--- config.mk ---
export PLATFORM = sky130hd
export DESIGN_NAME = dual_slope_pwm_timer
export DESIGN_NICKNAME = d
export VERILOG_FILES = /design/src/pkg/ptm_pkg.sv /design/src/pkg/wave_bus_if.sv /design/src/dual_slope_pwm_timer.sv /design/src/wave_chan_unit.sv
export SDC_FILE = /design/constraint.sdc
export NUM_CORES = 1
export LEC_CHECK = 0
export ABC_AREA = 1
export BUFFER_PORTS_ARGS = -buffer_cell sky130_fd_sc_hd__buf_4
export CAP_MARGIN = 20
export CORE_MARGIN = 2
export CORE_UTILIZATION = 55
export DETAILED_ROUTE_END_ITERATION = 8
export PLACE_DENSITY = 0.77
export RECOVER_POWER = 100
export SYNTH_ARGS = -nofsm -noshare
export SYNTH_HDL_FRONTEND = slang
export SYNTH_HIERARCHICAL = 1
export SYNTH_SLANG_ARGS = --single-unit
--- constraint.sdc ---
create_clock -name aclk -period 6.25 [get_ports aclk]
set_input_delay 0.3125 -clock aclk [delete_from_list [all_inputs] [get_ports aclk]]
set_output_delay 0.3125 -clock aclk [all_outputs]
set_load 0.02 [all_outputs]
--- src/pkg/ptm_pkg.sv ---
// constants and types shared by the dual-slope pwm timer
package ptm_pkg;
    // ----------------------------------------------------------------
    // register byte offsets
    // ----------------------------------------------------------------
    localparam int ADDR_W = 8;
    localparam logic [7:0] OFS_CTRL_A = 8'h00;
    localparam logic [7:0] OFS_CTRL_B = 8'h04;
    localparam logic [7:0] OFS_COUNT = 8'h08;
    localparam logic [7:0] OFS_CMP_A = 8'h0c;
    localparam logic [7:0] OFS_CMP_B = 8'h10;
    localparam logic [7:0] OFS_STATUS = 8'h14;
    localparam logic [7:0] OFS_CLEAR = 8'h18;
    localparam logic [7:0] OFS_ENABLE = 8'h1c;
    localparam logic [7:0] OFS_PIN_DIR = 8'h20;
    localparam logic [7:0] OFS_TICK_DIV = 8'h24;
    // ----------------------------------------------------------------
    // field positions, masks and reset values
    // ----------------------------------------------------------------
    localparam int CHAN_A_ACT_LSB = 6;
    localparam int CHAN_B_ACT_LSB = 4;
    localparam int MODE_MSB_BIT = 3;
    localparam int RUN_BIT = 0;
    localparam int WRAP_BIT = 0;
    localparam int MATCH_A_BIT = 1;
    localparam int MATCH_B_BIT = 2;
    localparam logic [7:0] CTRL_A_MASK = 8'hf3;
    localparam logic [7:0] CTRL_B_MASK = 8'h09;
    localparam logic [7:0] REG_RST = 8'h00;
    // ----------------------------------------------------------------
    // counter values, mode codes, bus answers
    // ----------------------------------------------------------------
    localparam logic [7:0] BOTTOM = 8'h00;
    localparam logic [7:0] MAX = 8'hff;
    localparam logic [2:0] MODE_PHASE_MAX = 3'h1;
    localparam logic [2:0] MODE_CTC = 3'h2;
    localparam logic [2:0] MODE_FAST_MAX = 3'h3;
    localparam logic [2:0] MODE_PHASE_CMP = 3'h5;
    localparam logic [2:0] MODE_FAST_CMP = 3'h7;
    localparam logic [1:0] RESP_OKAY = 2'h0;
    localparam logic [1:0] RESP_DECERR = 2'h3;
    typedef enum logic [1:0] {
        DIR_UP = 2'b01,
        DIR_DOWN = 2'b10
    } dir_t;
endpackage : ptm_pkg

--- src/pkg/wave_bus_if.sv ---
// shared counter state passed from the timer core to its channels
`timescale 1ns/10ps
interface wave_bus_if;
    logic tick;
    logic at_top;
    logic at_bottom;
    logic eff_up;
    logic pwm_fast;
    logic pwm_phase;
    logic mode_msb;
    logic [7:0] count;
    logic [7:0] top;
    modport timer(output tick, at_top, at_bottom, eff_up, pwm_fast,
                  pwm_phase, mode_msb, count, top);
    modport chan(input tick, at_top, at_bottom, eff_up, pwm_fast,
                 pwm_phase, mode_msb, count, top);
endinterface : wave_bus_if

--- src/dual_slope_pwm_timer.sv ---
// 8-bit timer with dual-slope pwm, compare outputs and axi4-lite regs
`timescale 1ns/10ps
module dual_slope_pwm_timer (
    input wire logic aclk,
    input wire logic aresetn,
    input wire logic awvalid,
    output logic awready,
    input wire logic [ptm_pkg::ADDR_W-1:0] awaddr,
    input wire logic wvalid,
    output logic wready,
    input wire logic [31:0] wdata,
    input wire logic [3:0] wstrb,
    output logic bvalid,
    input wire logic bready,
    output logic [1:0] bresp,
    input wire logic arvalid,
    output logic arready,
    input wire logic [ptm_pkg::ADDR_W-1:0] araddr,
    output logic rvalid,
    input wire logic rready,
    output logic [31:0] rdata,
    output logic [1:0] rresp,
    output logic wave_out_a,
    output logic wave_out_a_oe_n,
    output logic wave_out_b,
    output logic wave_out_b_oe_n,
    output logic irq
);
    // ----------------------------------------------------------------
    // declarations
    // ----------------------------------------------------------------
    logic aw_full_ff;
    logic w_full_ff;
    logic [7:0] waddr_ff;
    logic [31:0] wdata_ff;
    logic [3:0] wstrb_ff;
    logic bvalid_ff;
    logic [1:0] bresp_ff;
    logic rvalid_ff;
    logic [31:0] rdata_ff;
    logic [1:0] rresp_ff;
    logic do_wr;
    logic wr_sel;
    logic wr_hit;
    logic rd_hit;
    logic [31:0] rd_data;
    logic [7:0] ctrl_a_ff;
    logic [7:0] ctrl_b_ff;
    logic [7:0] count_ff;
    ptm_pkg::dir_t dir_ff;
    logic [7:0] cmp_buf_ff [2];
    logic [7:0] cmp_act_ff [2];
    logic [2:0] status_ff;
    logic [2:0] enable_ff;
    logic [1:0] pin_dir_ff;
    logic [7:0] div_ff;
    logic [7:0] div_cnt_ff;
    logic [2:0] mode;
    logic pwm_phase;
    logic pwm_fast;
    logic [7:0] top;
    logic tick;
    logic count_wr;
    logic [1:0] cmp_wr;
    logic wrap_set;
    logic [1:0] match_w;
    logic [1:0] pin_w;
    logic [1:0] oe_n_w;
    logic [2:0] clr_w;
    logic [2:0] set_w;

    wave_bus_if wbus ();

    // ----------------------------------------------------------------
    // axi4-lite write channel
    // ----------------------------------------------------------------
    // address and data are caught separately, in either order
    assign awready = ~aw_full_ff;
    assign wready = ~w_full_ff;
    assign do_wr = aw_full_ff & w_full_ff & ~bvalid_ff;
    assign wr_sel = do_wr & wstrb_ff[0];
    assign bvalid = bvalid_ff;
    assign bresp = bresp_ff;

    always_ff @(posedge aclk) begin
        if (!aresetn) begin
            aw_full_ff <= 1'b0;
            waddr_ff <= 8'h00;
        end else if (awvalid && awready) begin
            aw_full_ff <= 1'b1;
            waddr_ff <= {awaddr[7:2], 2'b00};
        end else if (do_wr) begin
            aw_full_ff <= 1'b0;
        end
    end

    always_ff @(posedge aclk) begin
        if (!aresetn) begin
            w_full_ff <= 1'b0;
            wdata_ff <= 32'h0000_0000;
            wstrb_ff <= 4'h0;
        end else if (wvalid && wready) begin
            w_full_ff <= 1'b1;
            wdata_ff <= wdata;
            wstrb_ff <= wstrb;
        end else if (do_wr) begin
            w_full_ff <= 1'b0;
        end
    end

    always_comb begin
        case (waddr_ff)
            ptm_pkg::OFS_CTRL_A, ptm_pkg::OFS_CTRL_B, ptm_pkg::OFS_COUNT,
            ptm_pkg::OFS_CMP_A, ptm_pkg::OFS_CMP_B, ptm_pkg::OFS_STATUS,
            ptm_pkg::OFS_CLEAR, ptm_pkg::OFS_ENABLE, ptm_pkg::OFS_PIN_DIR,
            ptm_pkg::OFS_TICK_DIV: wr_hit = 1'b1;
            default: wr_hit = 1'b0;
        endcase
    end

    always_ff @(posedge aclk) begin
        if (!aresetn) begin
            bvalid_ff <= 1'b0;
            bresp_ff <= ptm_pkg::RESP_OKAY;
        end else if (do_wr) begin
            bvalid_ff <= 1'b1;
            bresp_ff <= wr_hit ? ptm_pkg::RESP_OKAY : ptm_pkg::RESP_DECERR;
        end else if (bready) begin
            bvalid_ff <= 1'b0;
        end
    end

    // ----------------------------------------------------------------
    // axi4-lite read channel
    // ----------------------------------------------------------------
    assign arready = ~rvalid_ff;
    assign rvalid = rvalid_ff;
    assign rdata = rdata_ff;
    assign rresp = rresp_ff;

    always_comb begin
        rd_hit = 1'b1;
        rd_data = 32'h0000_0000;
        case ({araddr[7:2], 2'b00})
            ptm_pkg::OFS_CTRL_A: rd_data[7:0] = ctrl_a_ff;
            ptm_pkg::OFS_CTRL_B: rd_data[7:0] = ctrl_b_ff;
            ptm_pkg::OFS_COUNT: rd_data[7:0] = count_ff;
            ptm_pkg::OFS_CMP_A: rd_data[7:0] = cmp_buf_ff[0];
            ptm_pkg::OFS_CMP_B: rd_data[7:0] = cmp_buf_ff[1];
            ptm_pkg::OFS_STATUS: rd_data[2:0] = status_ff;
            ptm_pkg::OFS_CLEAR: rd_data = 32'h0000_0000;
            ptm_pkg::OFS_ENABLE: rd_data[2:0] = enable_ff;
            ptm_pkg::OFS_PIN_DIR: rd_data[1:0] = pin_dir_ff;
            ptm_pkg::OFS_TICK_DIV: rd_data[7:0] = div_ff;
            default: rd_hit = 1'b0;
        endcase
    end

    always_ff @(posedge aclk) begin
        if (!aresetn) begin
            rvalid_ff <= 1'b0;
            rdata_ff <= 32'h0000_0000;
            rresp_ff <= ptm_pkg::RESP_OKAY;
        end else if (arvalid && arready) begin
            rvalid_ff <= 1'b1;
            rdata_ff <= rd_data;
            rresp_ff <= rd_hit ? ptm_pkg::RESP_OKAY : ptm_pkg::RESP_DECERR;
        end else if (rready) begin
            rvalid_ff <= 1'b0;
        end
    end

    // ----------------------------------------------------------------
    // configuration registers
    // ----------------------------------------------------------------
    // reserved bits are masked at write so they read as zero
    always_ff @(posedge aclk) begin
        if (!aresetn) begin
            ctrl_a_ff <= ptm_pkg::REG_RST;
            ctrl_b_ff <= ptm_pkg::REG_RST;
            enable_ff <= 3'h0;
            pin_dir_ff <= 2'h0;
            div_ff <= ptm_pkg::REG_RST;
        end else if (wr_sel) begin
            case (waddr_ff)
                ptm_pkg::OFS_CTRL_A:
                    ctrl_a_ff <= wdata_ff[7:0] & ptm_pkg::CTRL_A_MASK;
                ptm_pkg::OFS_CTRL_B:
                    ctrl_b_ff <= wdata_ff[7:0] & ptm_pkg::CTRL_B_MASK;
                ptm_pkg::OFS_ENABLE: enable_ff <= wdata_ff[2:0];
                ptm_pkg::OFS_PIN_DIR: pin_dir_ff <= wdata_ff[1:0];
                ptm_pkg::OFS_TICK_DIV: div_ff <= wdata_ff[7:0];
                default: ;
            endcase
        end
    end

    assign count_wr = wr_sel & (waddr_ff == ptm_pkg::OFS_COUNT);
    assign cmp_wr[0] = wr_sel & (waddr_ff == ptm_pkg::OFS_CMP_A);
    assign cmp_wr[1] = wr_sel & (waddr_ff == ptm_pkg::OFS_CMP_B);

    // ----------------------------------------------------------------
    // mode decode and timer tick
    // ----------------------------------------------------------------
    assign mode = {ctrl_b_ff[ptm_pkg::MODE_MSB_BIT], ctrl_a_ff[1:0]};
    assign pwm_phase = (mode == ptm_pkg::MODE_PHASE_MAX) |
                       (mode == ptm_pkg::MODE_PHASE_CMP);
    assign pwm_fast = (mode == ptm_pkg::MODE_FAST_MAX) |
                      (mode == ptm_pkg::MODE_FAST_CMP);
    assign top = (mode[2] | (mode == ptm_pkg::MODE_CTC)) ?
                 cmp_act_ff[0] : ptm_pkg::MAX;

    // divided enable, never a derived clock
    assign tick = ctrl_b_ff[ptm_pkg::RUN_BIT] & (div_cnt_ff == div_ff);

    always_ff @(posedge aclk) begin
        if (!aresetn) begin
            div_cnt_ff <= 8'h00;
        end else if (tick || !ctrl_b_ff[ptm_pkg::RUN_BIT]) begin
            div_cnt_ff <= 8'h00;
        end else begin
            div_cnt_ff <= div_cnt_ff + 8'h01;
        end
    end

    // ----------------------------------------------------------------
    // counter
    // ----------------------------------------------------------------
    always_ff @(posedge aclk) begin
        if (!aresetn) begin
            count_ff <= ptm_pkg::BOTTOM;
            dir_ff <= ptm_pkg::DIR_UP;
        end else if (count_wr) begin
            count_ff <= wdata_ff[7:0];
        end else if (tick && pwm_phase) begin
            case (dir_ff)
                ptm_pkg::DIR_UP: begin
                    if (count_ff >= top) begin
                        count_ff <= (count_ff == ptm_pkg::BOTTOM) ?
                                    ptm_pkg::BOTTOM : count_ff - 8'h01;
                        dir_ff <= ptm_pkg::DIR_DOWN;
                    end else begin
                        count_ff <= count_ff + 8'h01;
                    end
                end
                ptm_pkg::DIR_DOWN: begin
                    if (count_ff == ptm_pkg::BOTTOM) begin
                        count_ff <= (top == ptm_pkg::BOTTOM) ?
                                    ptm_pkg::BOTTOM : 8'h01;
                        dir_ff <= ptm_pkg::DIR_UP;
                    end else begin
                        count_ff <= count_ff - 8'h01;
                    end
                end
                default: dir_ff <= ptm_pkg::DIR_UP;
            endcase
        end else if (tick) begin
            dir_ff <= ptm_pkg::DIR_UP;
            count_ff <= (count_ff == top) ?
                        ptm_pkg::BOTTOM : count_ff + 8'h01;
        end
    end

    // ----------------------------------------------------------------
    // compare buffers
    // ----------------------------------------------------------------
    // pwm modes load at top so a duty change never splits a period
    always_ff @(posedge aclk) begin
        for (int i = 0; i < 2; i++) begin
            if (!aresetn) begin
                cmp_buf_ff[i] <= ptm_pkg::REG_RST;
                cmp_act_ff[i] <= ptm_pkg::REG_RST;
            end else begin
                if (cmp_wr[i]) begin
                    cmp_buf_ff[i] <= wdata_ff[7:0];
                end
                if (!(pwm_phase || pwm_fast) || wbus.at_top) begin
                    cmp_act_ff[i] <= cmp_buf_ff[i];
                end
            end
        end
    end

    // ----------------------------------------------------------------
    // shared channel state
    // ----------------------------------------------------------------
    assign wbus.tick = tick;
    assign wbus.at_top = tick & (count_ff == top);
    assign wbus.at_bottom = tick & (count_ff == ptm_pkg::BOTTOM);
    // bottom counts as up-going, top as down-going
    assign wbus.eff_up = ~pwm_phase | (count_ff == ptm_pkg::BOTTOM) |
                         ((count_ff < top) & (dir_ff == ptm_pkg::DIR_UP));
    assign wbus.pwm_fast = pwm_fast;
    assign wbus.pwm_phase = pwm_phase;
    assign wbus.mode_msb = mode[2];
    assign wbus.count = count_ff;
    assign wbus.top = top;

    // ----------------------------------------------------------------
    // compare output channels
    // ----------------------------------------------------------------
    for (genvar g = 0; g < 2; g++) begin : g_chan
        localparam int ALSB = (g == 0) ? ptm_pkg::CHAN_A_ACT_LSB :
                                         ptm_pkg::CHAN_B_ACT_LSB;
        wave_chan_unit #(
            .HAS_TOGGLE(g == 0)
        ) u_chan (
            .aclk(aclk),
            .aresetn(aresetn),
            .bus(wbus),
            .action(ctrl_a_ff[ALSB+1:ALSB]),
            .cmp(cmp_act_ff[g]),
            .drive_dir(pin_dir_ff[g]),
            .match(match_w[g]),
            .pin_out(pin_w[g]),
            .pin_oe_n(oe_n_w[g])
        );
    end

    assign wave_out_a = pin_w[0];
    assign wave_out_a_oe_n = oe_n_w[0];
    assign wave_out_b = pin_w[1];
    assign wave_out_b_oe_n = oe_n_w[1];

    // ----------------------------------------------------------------
    // interrupt status
    // ----------------------------------------------------------------
    assign wrap_set = tick & (pwm_phase ?
        ((count_ff == ptm_pkg::BOTTOM) & (dir_ff == ptm_pkg::DIR_DOWN)) :
        pwm_fast ? (count_ff == top) : (count_ff == ptm_pkg::MAX));
    assign set_w = {match_w[1], match_w[0], wrap_set};
    assign clr_w = (wr_sel && waddr_ff == ptm_pkg::OFS_CLEAR) ?
                   wdata_ff[2:0] : 3'h0;

    // a new event beats a clear in the same cycle
    always_ff @(posedge aclk) begin
        if (!aresetn) begin
            status_ff <= 3'h0;
        end else begin
            status_ff <= (status_ff & ~clr_w) | set_w;
        end
    end

    assign irq = |(status_ff & enable_ff);

    // ----------------------------------------------------------------
    // checks
    // ----------------------------------------------------------------
    a_dual_slope_up:
    assert property (@(posedge aclk) disable iff (!aresetn)
        tick && pwm_phase && !count_wr && dir_ff == ptm_pkg::DIR_UP &&
        count_ff < top |=> count_ff == $past(count_ff) + 8'h01)
    else $error("dual-slope count did not step up");

    a_top_turnaround:
    assert property (@(posedge aclk) disable iff (!aresetn)
        tick && pwm_phase && !count_wr && dir_ff == ptm_pkg::DIR_UP &&
        count_ff == top && top != 8'h00
        |=> count_ff == $past(top) - 8'h01 && dir_ff == ptm_pkg::DIR_DOWN)
    else $error("counter did not turn at top");

    a_wrap_at_bottom:
    assert property (@(posedge aclk) disable iff (!aresetn)
        tick && pwm_phase && count_ff == 8'h00 &&
        dir_ff == ptm_pkg::DIR_DOWN |=> status_ff[0])
    else $error("wrap flag missing at bottom");

    a_tick_enable_only:
    assert property (@(posedge aclk) disable iff (!aresetn)
        !tick && !count_wr |=> $stable(count_ff))
    else $error("counter moved without tick");

    a_cmp_buffer_hold:
    assert property (@(posedge aclk) disable iff (!aresetn)
        pwm_phase && !wbus.at_top ##1 pwm_phase |-> $stable(cmp_act_ff[0]))
    else $error("compare loaded away from top");

    a_set_beats_clear:
    assert property (@(posedge aclk) disable iff (!aresetn)
        wrap_set && clr_w[0] |=> status_ff[0])
    else $error("clear lost a wrap event");

    a_bresp_stable:
    assert property (@(posedge aclk) disable iff (!aresetn)
        bvalid && !bready |=> bvalid && $stable(bresp))
    else $error("write response dropped early");
endmodule : dual_slope_pwm_timer

--- src/wave_chan_unit.sv ---
// one compare output channel: action decode and output level
`timescale 1ns/10ps
module wave_chan_unit #(
    parameter bit HAS_TOGGLE = 1'b1
) (
    input wire logic aclk,
    input wire logic aresetn,
    wave_bus_if.chan bus,
    input wire logic [1:0] action,
    input wire logic [7:0] cmp,
    input wire logic drive_dir,
    output logic match,
    output logic pin_out,
    output logic pin_oe_n
);
    logic level_ff;
    logic nxt_level;
    logic [1:0] held_ff;
    logic pwm;
    logic tog_ok;
    logic linked;
    logic cmp_is_top;

    // ----------------------------------------------------------------
    // action decode
    // ----------------------------------------------------------------
    assign pwm = bus.pwm_fast | bus.pwm_phase;
    assign tog_ok = pwm ? (HAS_TOGGLE & bus.mode_msb) : 1'b1;
    assign cmp_is_top = (cmp == bus.top);
    assign match = bus.tick & (bus.count == cmp);
    // reserved pwm toggle code leaves the pin to the port
    assign linked = (held_ff != 2'h0) & ((held_ff != 2'h1) | tog_ok);

    always_comb begin
        nxt_level = level_ff;
        if (match) begin
            if (action == 2'h1) begin
                if (tog_ok) begin
                    nxt_level = ~level_ff;
                end
            end else if (action[1]) begin
                if (bus.pwm_phase) begin
                    nxt_level = action[0] ^ ~bus.eff_up;
                end else if (!(bus.pwm_fast && cmp_is_top)) begin
                    nxt_level = action[0];
                end
            end
        end
        if (bus.pwm_fast && bus.at_top && held_ff[1]) begin
            nxt_level = ~held_ff[0];
        end
        // forced level at bottom keeps the wave symmetric
        if (bus.pwm_phase && bus.at_bottom && held_ff[1]) begin
            nxt_level = (cmp != ptm_pkg::BOTTOM) ^ held_ff[0];
        end
    end

    // ----------------------------------------------------------------
    // output level and latched action
    // ----------------------------------------------------------------
    always_ff @(posedge aclk) begin
        if (!aresetn) begin
            level_ff <= 1'b0;
        end else begin
            level_ff <= nxt_level;
        end
    end

    // new action code only becomes the live one at a match
    always_ff @(posedge aclk) begin
        if (!aresetn) begin
            held_ff <= 2'h0;
        end else if (match) begin
            held_ff <= action;
        end
    end

    assign pin_out = level_ff;
    assign pin_oe_n = ~(linked & drive_dir);

    // ----------------------------------------------------------------
    // checks
    // ----------------------------------------------------------------
    a_toggle_on_match:
    assert property (@(posedge aclk) disable iff (!aresetn)
        match && action == 2'h1 && held_ff == 2'h1 && tog_ok
        |=> pin_out != $past(pin_out))
    else $error("output did not toggle on match");

    a_bottom_symmetry:
    assert property (@(posedge aclk) disable iff (!aresetn)
        bus.pwm_phase && bus.at_bottom && held_ff[1]
        |=> pin_out == (($past(cmp) != 8'h00) ^ $past(held_ff[0])))
    else $error("wrong level after bottom");

    a_no_pwm_toggle:
    assert property (@(posedge aclk) disable iff (!aresetn)
        !tog_ok && held_ff == 2'h1 |-> pin_oe_n)
    else $error("pin driven with reserved toggle code");
endmodule : wave_chan_unit

==> reports/metrics.sh <==
SYNTH.YOSYS.WARNINGS=6
RUN_STATUS='finished, violations left'
WIRELENGTH_MM=17.8
GRT_MAX_DEGREE=58
LAYOUT_SETUP_WS_PS=2130
CELLLEAKAGEPOWER_uW=0.00330
CRIT_SLOWEST_CELL='o21ai_0'
FIRST_PASS_GRT_WIRE_LENGTH_MM=27.9
MAXSLEWHEADROOM_PCT=-56.6
CRITICAL_PATH.STARTPOINT_TYPE='flop'
WORSTMARGINPINSLEW_PS=2350
CRIT_BUF_INV=2
MULTIINPUTGATEAREA_UM2=3540
FP-ROW-COUNT=40
DESIGN.CORE.AREA_UM2=12200
MAXCAPVIOLCOUNT=2
SYNTH_FLOP_CELL='dfxtp_1'
MAXSLEWVIOLCOUNT=75
WIRE_PER_INST_UM=15.0
POST_SYNTH_DESIGN_CELL_AREA_UM2=6930
POST_SYNTHESIS_SEQUENTIAL_AREA_RATIO_PCT=36.1
MAXCLOCKFREQUENCY_GHz=0.243
GRT_ANTENNA_BEFORE_REPAIR=0
TIMING.FINAL.CRIT_SHARE_PCT=65.9
WORSTPATHMAXFANOUT=16
P_PER_AREA_nW_PER_UM2=199
DESIGN.PORTCOUNT=105
HP-CLASS='in -> reg'
WORST_SETUP_HOLD_PATH_CLK_SLEW_PS=70
LEADING_CELL_TYPE_IN_THE_LAYOUT_FILL_AND_TAPS_EXCLUDED='nand2_1'
FIN_SETUP_TNS_PS=0
DIE_HEIGHT_UM=116
DIE_WD_UM=116
POST_SYNTH_INST_COUNT=970
TIMING.CRITICAL_PATH.CELLS='inv_1 > nand2_2 > nand2_1 > inv_1 > nor2_1 > ha_1 > nand4_1 > nor2_1 > nand4_1 > nor2_1 > o21ai_0 > nor2_1'
CRIT_END_CATEGORY='flop'
FF_LATCH_AREA_UM2=2500
GRT_REMAINING_OVERFLOW=0
SYNTHESIS.AREA_PER_INSTANCE_UM2=7.14
PLACER_CONGESTION=1.00
CLOCK-ROOT-BUFFER='clkbuf_16'
FILLERS=1148
WORST-ENDPOINT-REQUIRED_PS=6260
SYNTH_ASYNC_SR_FLOP_SHARE_PCT=0
IO_BUFFER_COUNT=49
FINAL-HOLD-VIOLATION-COUNT=0
ANTENNA-DIODE-COUNT=0
DP_HPWL_MM=13.4
CTS_HOLD_BUF=0
ROUTE.ANTENNA.REMAINING_NETS=0
CLKSINKCOUNT=109
COUNT_OF_FLIP_FLOPS_WITH_A_BUILT_IN_ENABLE_AFTER_SYNTHESIS=32
VIOLATIONS='capacitance limit, slew limit'
CLOCK_SKEW_PS=10.3
CLOCK_BUFFER_DEPTH=2
CTS.REPAIR.RESIZED=0
POSTSYNTHREGISTERBITS=109
AREA_GROWTH_SYN_TO_LAYOUT_PCT=7.84
ROUTED-VIA-COUNT=6343
GRTUSAGETOTAL_PCT=26.8
IRDROPWORSTVDD_mV=0.191
SYNTH_CELL_TYPES=57
NETS=1086
DIE_AREA_UM2=13500
TIMING.CRITICAL_PATH.MODE_CELL='nor2_1'
LAYOUT_COMMON_CELLS='171 x nand2_1, 138 x inv_1, 135 x nor2_1'
DP_WORST_SETUP_SLACK_PS=3190
INITIAL_CORE_UTIL_PCT=57.0
RSZ0062_AT_GRT='no'
DRC_ERRORS=0
CRIT_PATH_MAX_INCR_DELAY_PS=1660
LAYOUT-DRIVE-GT1-SHARE_PCT=11.5
CTS-HTREE-LEVELS=3
CTS_SETUP_BUFFERS=0
DRT_FIRST_PASS_ITERS=5
FIRST_GLOBAL_VIAS=5540
WORST_EP_ARRIVAL_TIME_PS=4130
WORSTSETUPPATHTYPE='reg -> reg'
DETAIL_ROUTE.VIAS_PER_CELL=5.34
REPORT.FINAL.SETUP_VIOL=0
DRT_ITER0_DRC=524
CRITPATHTOPFAMILY='compound AO/OA/AOI/OAI gates'
POST_ROUTE_MINIMUM_PERIOD_PS=4120
CTS-BUFFERS-INSERTED=9
TRITONCTS='built'
INSERTION_DELAY_PS=350
-- final timing paths --
kind,from,to,slack (ps),cells past startpoint
worst max-delay path,ctrl_a_ff[0],cmp_act_ff[1][0],2130,12
worst min register to register,rdata[7],rdata[7],470,2
worst max register to register,ctrl_a_ff[0],cmp_act_ff[1][0],2130,12
worst min-delay path,awaddr[7],waddr_ff[7],180,3
-- layer usage --
| layer | share of wire (%) | GRT usage [%] | routed length (µm) | up-vias |
|---|---|---|---|---|
| li1 | - | - | - | 3191 |
| met1 | 43 | 36.6 | 7740 | 2827 |
| met2 | 46 | 43.6 | 8220 | 277 |
| met3 | 7.1 | 2.96 | 1270 | 48 |
| met4 | 3.3 | 10.8 | 580 | 0 |
| met5 | 0 | 0 | 0 | - |
-- registers in the layout (all words and copies together), names as in the netlist, 2 cells and up --
signal,cells
ctrl_b_ff,2
g_chan.u_chan/pin_out,2
g_chan.u_chan/held_ff,4
pin_dir_ff,2
cmp_act_ff,16
div_cnt_ff,8
status_ff,3
rdata,8
wdata_ff,8
cmp_buf_ff,16
waddr_ff,6
ctrl_a_ff,6
div_ff,8
dir_ff,2
enable_ff,3
count_ff,8
-- layout make-up --
type                       count  area share [%]
clock buffer                   9            3.01
clock inverter                 7            1.06
inverter                     165            8.37
multi-input combinational    680            47.3
sequential                   109            33.5
tap                          168            2.81
timing repair buffer          50            3.92
-- tightest hold or removal path, stage by stage --
cell	delay [ps]
buf_4	70
nor2_1	30
nor2_1	80
-- power breakdown --
part	switching, µW	total, µW	internal (µW)	leakage (µW)
logic	97.4	137	39.8	0.00218
registers	16.2	761	745	0.000980
clock network	273	590	317	0.000146
-- cells in the mapped netlist (14+ instances only) --
| cell type | number | area (µm²) |
|---|---|---|
| a21oi_1 | 68 | 340 |
| buf_4 | 28 | 210 |
| dfxtp_1 | 77 | 1540 |
| edfxtp_1 | 32 | 961 |
| inv_1 | 134 | 503 |
| inv_2 | 20 | 75.1 |
| nand2_1 | 168 | 631 |
| nand3_1 | 52 | 260 |
| nand4_1 | 14 | 87.6 |
| nor2_1 | 131 | 492 |
| nor2_2 | 15 | 93.8 |
| o21ai_0 | 59 | 295 |
| xor2_1 | 17 | 149 |
-- cells by family after synthesis --
logic type	synth area share, %
AOI/OAI and AO/OA	14.6
xor gates and xnor gates	3.63
adders and majority gates	2.17
buffers and inverters	12.8
DFF	36.1
other	0.0541
and+or+nand+nor	30.6
-- through the flow --
stage                     util [%]  cell area [µm²]  instances  hold WS, ps  total power [µW]
after floorplan                  -             7010        993          433               884
after global placement        60.3             7330       1171          457               917
after detailed placement      60.3             7330       1171          460               918
after CTS                     62.8             7630       1187          183              1490
after global routing          61.4             7470       1188          194              1530
final                         61.4             7470       1188          182              1490
Note: power is estimated with default switching activity, not from simulation.
